File: config.mk
export PLATFORM = sky130hd
export DESIGN_NAME = parallel_io_adapter_core
export DESIGN_NICKNAME = d
export VERILOG_FILES = /design/src/inc/pio_pkg.sv /design/src/design/parallel_io_adapter_core.sv /design/src/design/side_event_unit.sv
export SDC_FILE = /design/constraint.sdc
export NUM_CORES = 1
export LEC_CHECK = 0
export BUFFER_PORTS_ARGS = -buffer_cell sky130_fd_sc_hd__buf_4
export CAP_MARGIN = 20
export CORE_AREA = 3 3 112 114
export DETAILED_ROUTE_END_ITERATION = 10
export DIE_AREA = 0 0 115 117
export HOLD_SLACK_MARGIN = 0.03
export PLACE_DENSITY = 0.72
export SYNTH_ARGS = -nofsm -noshare
export SYNTH_HDL_FRONTEND = slang
export SYNTH_SLANG_ARGS = --single-unit
File: constraint.sdc
create_clock -name ref_clk -period 1.3 [get_ports ref_clk]
set_input_delay 0.195 -clock ref_clk [delete_from_list [all_inputs] [get_ports ref_clk]]
set_output_delay 0.195 -clock ref_clk [all_outputs]
set_load 0.05 [all_outputs]
File: src/inc/pio_pkg.sv
// ****************************************
// shared constants and carriers
// ****************************************
package pio_pkg;

  // host data bus and port width
  localparam int DATA_W = 8;

  // register select codes
  localparam logic [1:0] RS_DATA_A = 2'h0;
  localparam logic [1:0] RS_CTL_A = 2'h1;
  localparam logic [1:0] RS_DATA_B = 2'h2;
  localparam logic [1:0] RS_CTL_B = 2'h3;

  // control word field positions
  localparam int CTL_IN_EN = 0;
  localparam int CTL_IN_EDGE = 1;
  localparam int CTL_DIR_ACC = 2;
  localparam int CTL_LINE_EN = 3;
  localparam int CTL_LINE_EDGE = 4;
  localparam int CTL_LINE_MODE = 5;
  localparam int CTL_FLAG2 = 6;
  localparam int CTL_FLAG1 = 7;
  localparam int CTL_RW_W = 6;

  // values after reset
  localparam logic [7:0] REG_RESET = 8'h00;
  localparam logic [5:0] CTL_RESET = 6'h00;
  localparam logic LINE_IDLE = 1'h1;
  localparam logic ARM_RESET = 1'h1;
  localparam logic OE_OFF = 1'h1;

  // pins seen through the synchroniser
  typedef struct packed {
    logic e;
    logic rw;
    logic cs_hi1;
    logic cs_hi2;
    logic cs_lo_n;
    logic rs1;
    logic rs0;
    logic mrst_n;
    logic in_a;
    logic line_a;
    logic in_b;
    logic line_b;
    logic [7:0] hd;
    logic [7:0] pa;
    logic [7:0] pb;
  } pin_sample_s;

  localparam pin_sample_s SYNC_RESET = 36'h0_0000_0000;

  // decoded host access
  typedef struct packed {
    logic sel;
    logic rw;
    logic [1:0] rs;
  } bus_req_s;

  // what one side hands back to the core
  typedef struct packed {
    logic [7:0] ctl;
    logic irq;
    logic line_out;
    logic line_oe;
  } side_stat_s;

endpackage : pio_pkg

File: src/design/parallel_io_adapter_core.sv
`timescale 1ns/1ps
// ****************************************
// ****************************************
module parallel_io_adapter_core (
  input wire logic ref_clk,
  input wire logic resetn,
  input wire logic master_reset_n,
  input wire logic enable_strobe,
  input wire logic rw,
  input wire logic chip_select_hi_first,
  input wire logic chip_select_hi_second,
  input wire logic chip_select_lo_n,
  input wire logic reg_select_low_bit,
  input wire logic reg_select_high_bit,
  input wire logic [7:0] host_data_bus_in,
  output logic [7:0] host_data_bus_out,
  output logic host_data_bus_oe_n,
  output logic irq_out_side_a_n,
  output logic irq_out_side_a_n_oe_n,
  output logic irq_out_side_b_n,
  output logic irq_out_side_b_n_oe_n,
  input wire logic ctl_input_a,
  input wire logic ctl_line_a_in,
  output logic ctl_line_a_out,
  output logic ctl_line_a_oe_n,
  input wire logic ctl_input_b,
  input wire logic ctl_line_b_in,
  output logic ctl_line_b_out,
  output logic ctl_line_b_oe_n,
  input wire logic [7:0] port_a_pins_in,
  output logic [7:0] port_a_pins_out,
  output logic [7:0] port_a_pins_oe_n,
  input wire logic [7:0] port_b_pins_in,
  output logic [7:0] port_b_pins_out,
  output logic [7:0] port_b_pins_oe_n
);

  pio_pkg::pin_sample_s raw;
  pio_pkg::pin_sample_s meta_q;
  pio_pkg::pin_sample_s sync_q;
  pio_pkg::bus_req_s req;
  pio_pkg::side_stat_s stat_a;
  pio_pkg::side_stat_s stat_b;
  logic e_d_q;
  logic e_fall;
  logic clr_n;
  logic wr_stb;
  logic rd_stb;
  logic acc_a;
  logic acc_b;
  logic ctl_wr_a;
  logic ctl_wr_b;
  logic data_rd_a;
  logic data_rd_b;
  logic [7:0] out_a_q;
  logic [7:0] dir_a_q;
  logic [7:0] out_b_q;
  logic [7:0] dir_b_q;
  logic [7:0] rd_val;

  // ****************************************
  // helpers
  // ****************************************
  function automatic logic chip_selected(
    input logic hi1,
    input logic hi2,
    input logic lo_n
  );
    return hi1 & hi2 & ~lo_n;
  endfunction : chip_selected

  // register file read mux
  function automatic logic [7:0] read_value(
    input logic [1:0] rs,
    input logic [7:0] ctl_a,
    input logic [7:0] ctl_b,
    input logic [7:0] pa,
    input logic [7:0] pb,
    input logic [7:0] dir_a,
    input logic [7:0] out_b,
    input logic [7:0] dir_b
  );
    logic [7:0] v;
    v = ctl_b;
    case (rs)
      pio_pkg::RS_DATA_A: begin
        // pins only: a loaded output may read back wrong
        v = ctl_a[pio_pkg::CTL_DIR_ACC] ? pa : dir_a;
      end
      pio_pkg::RS_CTL_A: begin
        v = ctl_a;
      end
      pio_pkg::RS_DATA_B: begin
        v = ctl_b[pio_pkg::CTL_DIR_ACC]
          ? ((out_b & dir_b) | (pb & ~dir_b)) : dir_b;
      end
      default: begin
        v = ctl_b;
      end
    endcase
    return v;
  endfunction : read_value

  // ****************************************
  // pin synchroniser
  // ****************************************
  assign raw = {enable_strobe, rw, chip_select_hi_first,
    chip_select_hi_second, chip_select_lo_n, reg_select_high_bit,
    reg_select_low_bit, master_reset_n, ctl_input_a, ctl_line_a_in,
    ctl_input_b, ctl_line_b_in, host_data_bus_in, port_a_pins_in,
    port_b_pins_in};

  // two flops on every pin but ref_clk and resetn before any logic
  always_ff @(posedge ref_clk) begin
    if (!resetn) begin
      meta_q <= pio_pkg::SYNC_RESET;
      sync_q <= pio_pkg::SYNC_RESET;
    end else begin
      meta_q <= raw;
      sync_q <= meta_q;
    end
  end

  // strobe edge; all transfers finish on its trailing edge
  always_ff @(posedge ref_clk) begin
    if (!resetn) begin
      e_d_q <= 1'h0;
    end else begin
      e_d_q <= sync_q.e;
    end
  end

  assign e_fall = e_d_q & ~sync_q.e;
  assign clr_n = resetn & sync_q.mrst_n;

  // ****************************************
  // host access decode
  // ****************************************
  // selects must hold through the strobe, so sampling at its end is safe
  assign req.sel = chip_selected(sync_q.cs_hi1, sync_q.cs_hi2,
    sync_q.cs_lo_n);
  assign req.rw = sync_q.rw;
  assign req.rs = {sync_q.rs1, sync_q.rs0};
  assign wr_stb = e_fall & req.sel & ~req.rw;
  assign rd_stb = e_fall & req.sel & req.rw;
  assign acc_a = stat_a.ctl[pio_pkg::CTL_DIR_ACC];
  assign acc_b = stat_b.ctl[pio_pkg::CTL_DIR_ACC];
  assign ctl_wr_a = wr_stb & (req.rs == pio_pkg::RS_CTL_A);
  assign ctl_wr_b = wr_stb & (req.rs == pio_pkg::RS_CTL_B);
  assign data_rd_a = rd_stb & (req.rs == pio_pkg::RS_DATA_A) & acc_a;
  assign data_rd_b = rd_stb & (req.rs == pio_pkg::RS_DATA_B) & acc_b;

  assign rd_val = read_value(req.rs, stat_a.ctl, stat_b.ctl, sync_q.pa,
    sync_q.pb, dir_a_q, out_b_q, dir_b_q);

  // ****************************************
  // data and direction registers
  // ****************************************
  always_ff @(posedge ref_clk) begin
    if (!clr_n) begin
      out_a_q <= pio_pkg::REG_RESET;
      dir_a_q <= pio_pkg::REG_RESET;
      out_b_q <= pio_pkg::REG_RESET;
      dir_b_q <= pio_pkg::REG_RESET;
    end else if (wr_stb) begin
      case (req.rs)
        pio_pkg::RS_DATA_A: begin
          if (acc_a) begin
            out_a_q <= sync_q.hd;
          end else begin
            dir_a_q <= sync_q.hd;
          end
        end
        pio_pkg::RS_DATA_B: begin
          if (acc_b) begin
            out_b_q <= sync_q.hd;
          end else begin
            dir_b_q <= sync_q.hd;
          end
        end
        default: begin
        end
      endcase
    end
  end

  // ****************************************
  // host data bus drive
  // ****************************************
  // live value: port A inputs track the pins during the read
  always_ff @(posedge ref_clk) begin
    if (!resetn) begin
      host_data_bus_out <= pio_pkg::REG_RESET;
      host_data_bus_oe_n <= pio_pkg::OE_OFF;
    end else begin
      host_data_bus_out <= rd_val;
      host_data_bus_oe_n <= ~(sync_q.e & req.sel & req.rw);
    end
  end

  // ****************************************
  // peripheral port drive
  // ****************************************
  // lines with direction zero float; port A pull-up is external
  always_ff @(posedge ref_clk) begin
    if (!clr_n) begin
      port_a_pins_out <= pio_pkg::REG_RESET;
      port_a_pins_oe_n <= ~pio_pkg::REG_RESET;
      port_b_pins_out <= pio_pkg::REG_RESET;
      port_b_pins_oe_n <= ~pio_pkg::REG_RESET;
    end else begin
      port_a_pins_out <= out_a_q;
      port_a_pins_oe_n <= ~dir_a_q;
      port_b_pins_out <= out_b_q;
      port_b_pins_oe_n <= ~dir_b_q;
    end
  end

  // requests only ever pull low, never drive high
  always_ff @(posedge ref_clk) begin
    if (!clr_n) begin
      irq_out_side_a_n <= 1'h0;
      irq_out_side_a_n_oe_n <= pio_pkg::OE_OFF;
      irq_out_side_b_n <= 1'h0;
      irq_out_side_b_n_oe_n <= pio_pkg::OE_OFF;
      ctl_line_a_out <= 1'h0;
      ctl_line_a_oe_n <= pio_pkg::OE_OFF;
      ctl_line_b_out <= 1'h0;
      ctl_line_b_oe_n <= pio_pkg::OE_OFF;
    end else begin
      irq_out_side_a_n <= 1'h0;
      irq_out_side_a_n_oe_n <= ~stat_a.irq;
      irq_out_side_b_n <= 1'h0;
      irq_out_side_b_n_oe_n <= ~stat_b.irq;
      ctl_line_a_out <= stat_a.line_out;
      ctl_line_a_oe_n <= ~stat_a.line_oe;
      ctl_line_b_out <= stat_b.line_out;
      ctl_line_b_oe_n <= ~stat_b.line_oe;
    end
  end

  // ****************************************
  // side units
  // ****************************************
  side_event_unit side_a (
    .ref_clk(ref_clk),
    .clr_n(clr_n),
    .e_fall(e_fall),
    .sel(req.sel),
    .ctl_wr(ctl_wr_a),
    .wr_data(sync_q.hd),
    .data_rd(data_rd_a),
    .in_lvl(sync_q.in_a),
    .line_lvl(sync_q.line_a),
    .stat(stat_a)
  );

  side_event_unit side_b (
    .ref_clk(ref_clk),
    .clr_n(clr_n),
    .e_fall(e_fall),
    .sel(req.sel),
    .ctl_wr(ctl_wr_b),
    .wr_data(sync_q.hd),
    .data_rd(data_rd_b),
    .in_lvl(sync_q.in_b),
    .line_lvl(sync_q.line_b),
    .stat(stat_b)
  );
endmodule : parallel_io_adapter_core

File: src/design/side_event_unit.sv
`timescale 1ns/1ps
// ****************************************
// one side: control word, flags, request
// ****************************************
module side_event_unit (
  input wire logic ref_clk,
  input wire logic clr_n,
  input wire logic e_fall,
  input wire logic sel,
  input wire logic ctl_wr,
  input wire logic [7:0] wr_data,
  input wire logic data_rd,
  input wire logic in_lvl,
  input wire logic line_lvl,
  output pio_pkg::side_stat_s stat
);

  logic [5:0] ctl_q;
  logic f1_q;
  logic f2_q;
  logic armed_q;
  logic in_prev_q;
  logic line_prev_q;
  logic irq_q;
  logic set1;
  logic set2;

  // active edge seen between two strobe samples
  assign set1 = e_fall & armed_q & (in_lvl ^ in_prev_q)
    & (in_lvl == ctl_q[pio_pkg::CTL_IN_EDGE]);
  assign set2 = e_fall & armed_q & ~ctl_q[pio_pkg::CTL_LINE_MODE]
    & (line_lvl ^ line_prev_q)
    & (line_lvl == ctl_q[pio_pkg::CTL_LINE_EDGE]);

  // writable low six bits only
  always_ff @(posedge ref_clk) begin
    if (!clr_n) begin
      ctl_q <= pio_pkg::CTL_RESET;
    end else if (ctl_wr) begin
      ctl_q <= wr_data[5:0];
    end
  end

  // flags: a set in the clearing cycle wins
  always_ff @(posedge ref_clk) begin
    if (!clr_n) begin
      f1_q <= 1'h0;
      f2_q <= 1'h0;
    end else begin
      if (set1) begin
        f1_q <= 1'h1;
      end else if (data_rd) begin
        f1_q <= 1'h0;
      end
      if (set2) begin
        f2_q <= 1'h1;
      end else if (data_rd) begin
        f2_q <= 1'h0;
      end
    end
  end

  // re-arm only after a strobe with the part deselected
  always_ff @(posedge ref_clk) begin
    if (!clr_n) begin
      armed_q <= pio_pkg::ARM_RESET;
    end else if (data_rd) begin
      armed_q <= 1'h0;
    end else if (e_fall && !sel) begin
      armed_q <= 1'h1;
    end
  end

  // levels held at each strobe condition the edge sense
  always_ff @(posedge ref_clk) begin
    if (!clr_n) begin
      in_prev_q <= pio_pkg::LINE_IDLE;
      line_prev_q <= pio_pkg::LINE_IDLE;
    end else if (e_fall) begin
      in_prev_q <= in_lvl;
      line_prev_q <= line_lvl;
    end
  end

  // enables gate flags; late enable still raises request
  always_ff @(posedge ref_clk) begin
    if (!clr_n) begin
      irq_q <= 1'h0;
    end else begin
      irq_q <= (f1_q & ctl_q[pio_pkg::CTL_IN_EN])
        | (f2_q & ctl_q[pio_pkg::CTL_LINE_EN]
        & ~ctl_q[pio_pkg::CTL_LINE_MODE]);
    end
  end

  assign stat.ctl = {f1_q, f2_q, ctl_q};
  assign stat.irq = irq_q;
  assign stat.line_out = ctl_q[pio_pkg::CTL_LINE_EN];
  assign stat.line_oe = ctl_q[pio_pkg::CTL_LINE_MODE];
endmodule : side_event_unit

# Yosys cells after proc, flatten, opt, wreduce, memory -nomap -nowiden
# Cells that the tools add are included.
classes:
  eq_ne: 7
  muxes: 12
  n_bitwise: 54
  n_reduce_logical: 13
op_table:
  columns: ["op", "count"]
  rows:
  - ["1-bit bitwise AND", 33]
  - ["8-bit one-hot mux with 3 select lines", 1]
  - ["8-bit bitwise AND", 2]
  - ["8-bit 2-to-1 mux", 2]
  - ["8-bit NOT", 2]
  - ["3-bit AND reduction", 4]
  - ["2-bit nonzero test", 6]
  - ["1-bit NOT", 10]
  - ["1-bit 2-to-1 mux", 9]
  - ["8-bit OR", 1]
  - ["1-bit == test", 4]
  - ["2-bit == test (second input constant)", 2]
  - ["1-bit XOR", 4]
  - ["2-bit by 1-bit == test with 1-bit output (second input constant)", 1]
  - ["2-bit logical NOT", 1]
  - ["1-bit OR", 2]
  - ["1-bit logical AND", 1]
  - ["1-bit logical NOT", 1]
totals:
  register_bits: 176
  out_inout_bits: 49
  elab_cells: 147

# Logic depth before layout (Yosys ltp)
logic_depth:
  depth_word: 8
  ltp_mapped: 5
  depth_no_buf: 3

# Cells and area by module
# From an unflattened synthesis, not the netlist that was laid out.
unflattened:
  cells_unflattened: 530
  area_unflattened_um2: 5811.8
by_module_without_submodules:
  columns: ["module", "instances", "cells_per_inst", "area_each_um2", "seq_area_each_um2"]
  rows:
  - ["parallel_io_adapter_core", 1, 424, 4760.8, 3042.9]
  - ["side_event_unit", 2, 53, 525.5, 240.2]

# Least setup slack after synthesis
# Ideal clock, no wire load.
synth_path:
  path_type: "register to register"
  start: "reg sync_q (netlist bit req[0])"
  end: "reg out_b_q[0]"
  t_arrival_ns: 1.308
  required_ns: 1.173
  path_slack_ns: -0.136
  stages_incl_launch_ff: 5
  period_less_slack_ns: 1.436
  cell_sequence: "dfxtp_1 -> buf_4 -> nor4b_4 -> nand4_2 -> mux2i_1"
synth_via:
  elab_chain_len: 2
synth_lines:
  columns: ["element", "line", "source"]
  rows:
  - ["start: declaration", "parallel_io_adapter_core.sv:40", "pio_pkg::pin_sample_s sync_q;"]
  - ["start signal: assignment", "parallel_io_adapter_core.sv:117", "sync_q <= pio_pkg::SYNC_RESET;"]
  - ["start signal: assignment", "parallel_io_adapter_core.sv:120", "sync_q <= meta_q;"]
  - ["2-bit == test", "parallel_io_adapter_core.sv:166", "case (req.rs)"]
  - ["3-bit AND reduction (no line)", null, null]
  - ["end signal: assignment", "parallel_io_adapter_core.sv:163", "out_b_q <= pio_pkg::REG_RESET;"]
  - ["end signal: assignment", "parallel_io_adapter_core.sv:176", "out_b_q <= sync_q.hd;"]
  - ["end: declaration", "parallel_io_adapter_core.sv:57", "logic [7:0] out_b_q;"]
# Every way passes these cells.
# A chain may end at the register's enable or synchronous reset.

# Worst setup path after layout
layout_path:
  start: "reg sync_q[31] in the netlist's numbering"
  end: "reg side_a.ctl_q[4]"
layout_via:
  elab_chain_len: 5
layout_lines:
  columns: ["element", "line", "source"]
  rows:
  - ["1-bit NOT", "parallel_io_adapter_core.sv:69", "return hi1 & hi2 & ~lo_n;"]
  - ["1-bit bitwise AND", "parallel_io_adapter_core.sv:69", null]
  - ["1-bit bitwise AND (2 in a row)", "parallel_io_adapter_core.sv:144", "assign wr_stb = e_fall & req.sel & ~req.rw;"]
  - ["1-bit bitwise AND", "parallel_io_adapter_core.sv:148", "assign ctl_wr_a = wr_stb & (req.rs == pio_pkg::RS_CTL_A);"]
  - ["end signal: assignment", "side_event_unit.sv:38", "ctl_q <= pio_pkg::CTL_RESET;"]
  - ["end signal: assignment", "side_event_unit.sv:40", "ctl_q <= wr_data[5:0];"]
  - ["end: declaration", "side_event_unit.sv:18", "logic [5:0] ctl_q;"]
# Every way passes these cells.

==> reports/metrics.sh <==
PLACEMENT.IO_BUFFERS=84
WORSTHOLDPATHTYPE='primary input to flip-flop'
LATEST_CLOCK_ARRIVAL_WITHIN_THE_WORST_SKEW_PAIR_NS=0.43
TIMING.FINAL.WS_SETUP_NS=-0.0923
FP.DIEW_UM=115
GRT_START_MAX_NET_PINS=73
POST-DP-HPWL_UM=8590
VIA_COUNT=4011
CLOCK_SINKS=176
LAYOUT.NETS=699
DETAILEDROUTE.FIRSTITERATIONVIOLATIONS=235
POWER_REPORT.INTERNAL_TOTAL_mW=8.28
LARGEST_REGISTER_FFS=36
CORE-AREA_MM2=0.0115
TIMING.CRITICAL_PATH.BUF_INV=0
STATUS='finished with violations'
YOSYS_WARNINGS=0
WORSTHOLDENDPOINT='host_data_bus_out[2]'
GRT_FIRST_PASS_WIRELENGTH_UM=20100
CRITPATHREQUIREDTIME_NS=1.60
NUMBER_OF_ANTENNA_VIOLATIONS_AT_THE_FIRST_CHECK_IN_GLOBAL_ROUTING=0
FINALWEIGHTEDCONGESTION=0.879
NETLIST-CELL-TYPE-COUNT=43
DR.PASS1.ITERS=4
SETUP.WORST_PATH.END_CLASS='flip-flop'
MIN_FROM='resetn'
PLACE_WORST_SETUP_SLACK_NS=-0.212
MULTI_INPUT_COMB_AREA_MM2=0.00210
GLOBAL_ROUTE.OVERFLOW_TOTAL=0
TRITONCTS='done'
IO_PINS=87
SYNTH_ASYNC_SR_FLOP_SHARE=0
LEAKAGE_nW=3.47
CP_DELAY_BY_FAMILY_TOP='simple AND/OR/NAND/NOR gates'
CP.ARRIVAL_NS=1.69
MOST_FREQUENTLY_USED_FLOP_MASTER_AFTER_SYNTHESIS='dfxtp_1'
FILLERS=881
DIE_AREA_MM2=0.0135
CP_SLOWEST_STAGE_DELAY_NS=0.61
DRT-WIRELENGTH-PER-CELL_UM=15.6
MOST_REPEATED_CELL_IN_THE_GATE_LEVEL_NETLIST_AFTER_SYNTHESIS='dfxtp_1'
VIA_COUNT_OF_THE_FIRST_GLOBAL_ROUTING_PASS=3983
POWER.SWITCHING_FRACTION=0.222
PATH_CLASS='flip-flop to flip-flop'
AVGSYNTHCELLAREA_UM2=11.0
CP_CELL_SEQUENCE='nand3b_1 -> or4_4 -> mux2i_1'
RANKING_OF_SYNTHESIZED_CELLS_BY_AREA='dfxtp_1, mux2i_1, and2_1'
FINALSETUPVIOLCOUNT=28
SYN_AREA_MM2=0.00568
MAXCAPVIOLATIONS=0
FIN_TOTAL_PWR_mW=10.6
CTS.PATH.MAX_BUFFERS=2
DETAILED_ROUTE_WL_UM=12700
SYNTH-EDFF-COUNT=0
R2R_CELLS=3
FINAL-SEQ-AREA_MM2=0.00353
CRIT_FANOUT=6
SETUP.REG_TO_REG.WORST_SLACK_NS=-0.09
DRT-VIAS-PER-INSTANCE=4.91
TIMING.FMAX_MHz=718
MAX_FLOP_REGISTER='meta_q'
VDD.IR_DROP.WORST_V=0.000754
GRT_USE_TOTAL=0.199
YOSYS.AREA.TOP_TYPE='dfxtp_1'
FLOORPLAN.INITIALDENSITY=0.493
FIN_SKEW_NS=0.00755
TIMING.HOLD.WORST_PATH_DEPTH=4
CLOCK_POWER_SHARE=0.440
CRITICAL_R2R_LAUNCH='sync_q[31]'
H_TREE_DEPTH=4
ANTENNA_CELLS=0
AREA_OF_PLACED_INSTANCES_MM2=0.00668
POST-ROUTE-UTIL=0.676
POWER.COMBINATIONAL.FRACTION=0.040
CP_SLOWEST_CELL='or4_4'
ROWS=39
FP.DIEH_UM=117
POSTSYNTHREGISTERBITS=176
YS_TOP_CELLS_BY_COUNT='dfxtp_1, and2_1, nand2_1'
TIMING.FINAL.MAX_SLEW_VIOLATIONS=0
REGTOREGENDPOINT='side_a.ctl_q[4]'
POWER.DENSITY_CELL_AREA_mW_PER_MM2=1370
CLK_PIN_SLEW_WORST_PATHS_NS=0.06
YOSYS.AREA.TOP_TYPE_SHARE=0.620
AREA_DELTA_SYNTH_FINAL_PCT=37.1
FINALCRITICALPERIOD_NS=1.39
LARGEST_REGISTERS='meta_q (36), sync_q (33)'
SYNTH.YOSYS.SEQ_AREA_SHARE=0.620
FINAL_LAYOUT_SIZE_SUFFIX_GT1_FRAC=0.285
NETLIST_INSTANCES=518
CLOCKROOTBUFFER='clkbuf_16'
POST_DRT_ANTENNA_NETS=0
TIMING.FINAL.HOLD_VIOLATIONS=0
RSZ0062_AT_GRT='true'
FINAL.PERIOD_UTILIZATION=1.07
NET-SWITCHING-POWER_mW=2.36
REMAINING_DRC_ERRORS=0
POWER_FRAC_SEQ=0.520
CTS-BUFFERS-INSERTED=17
FAILING_CHECKS='negative setup slack'
SETUP.WORST_PATH.START_CLASS='flip-flop'
STDCELL_AREA_MM2=0.00779
-- placed cells by master, fill, tap and decap left out, drive strengths merged, types with 3 or more instances in the layout --
cell / count
dfxtp: 176
buf: 115
and2: 74
nand2: 68
mux2i: 51
dlygate4sd3: 36
inv: 31
clkbuf: 19
o21ai: 17
a21oi: 11
nand3: 9
nand3b: 7
a311oi: 6
o221a: 6
clkinv: 5
nor2b: 4
nand2b: 3
a31oi: 3
-- layer usage --
layer,vias to the layer above,global-route usage,routed length [um],part of all wire
met2,112,0.335,6300,0.50
met5,-,0,0,0
li1,1999,-,-,-
met3,22,0.0478,756,0.059
met4,0,0.0845,242,0.019
met1,1878,0.244,5430,0.43
-- worst max path at each step --
stage / from / endpoint / slack (ns) / depth (start not counted)
after floorplan: req[0] / dir_a_q[0] / -0.11 / 4
after global placement: req[0] / side_a.ctl_q[4] / -0.18 / 3
after detailed placement: req[0] / side_a.ctl_q[4] / -0.21 / 3
after CTS: sync_q[31] / side_a.ctl_q[4] / -0.07 / 3
after global routing: sync_q[31] / side_a.ctl_q[4] / -0.15 / 3
final: sync_q[31] / side_a.ctl_q[4] / -0.09 / 3
-- worst register-to-register path, cell delays in order, from the launching register on --
cell	delay, ns
dfxtp_1	0.30
nand3b_1	0.19
or4_4	0.61
mux2i_1	0.16
-- repair_timing --
item,CTS,global route
pin swaps,1,22
endpoints found under the setup margin,55,55
hold buffers,36,0
gates cloned,0,0
gates resized for setup,23,30
buffers inserted,1,1
endpoints found under the hold margin,36,0
-- metrics by stage --
step / hold WS (ns) / setup TNS, ns / instances
final: 0.213 / -1.13 / 817
after global routing: 0.215 / -3.46 / 817
after CTS: 0.189 / -1.28 / 816
after detailed placement: 0.352 / -3.79 / 747
after global placement: 0.350 / -2.20 / 747
after floorplan: 0.322 / -3.02 / 519
-- cells by family (layout without fill, tap and decap cells) --
family | after synthesis | after routing | synth area share
other | 1 | 2 | 0.000660
buffers and inverters | 53 | 208 | 0.0381
DFF | 176 | 176 | 0.620
AOI/OAI and AO/OA | 54 | 54 | 0.0656
muxes | 51 | 51 | 0.0898
and+or+nand+nor | 183 | 183 | 0.186
-- area by class of cell --
cell class / instances / area share
Sequential cell: 176 / 0.453
Multi-Input combinational cell: 290 / 0.270
Timing Repair Buffer: 151 / 0.171
Clock buffer: 19 / 0.0569
Tap cell: 143 / 0.0230
Clock inverter: 13 / 0.0133
Inverter: 25 / 0.0120
-- power groups by stage --
stage                     clock network, mW  registers (mW)  logic [mW]
after floorplan                           0            5.65       0.166
after global placement                    0            5.65       0.301
after detailed placement                  0            5.66       0.309
after CTS                              4.77            5.53       0.401
after global routing                   4.98            5.54       0.465
final                                  4.69            5.54       0.423
Note: power is estimated with default switching activity, not from simulation.
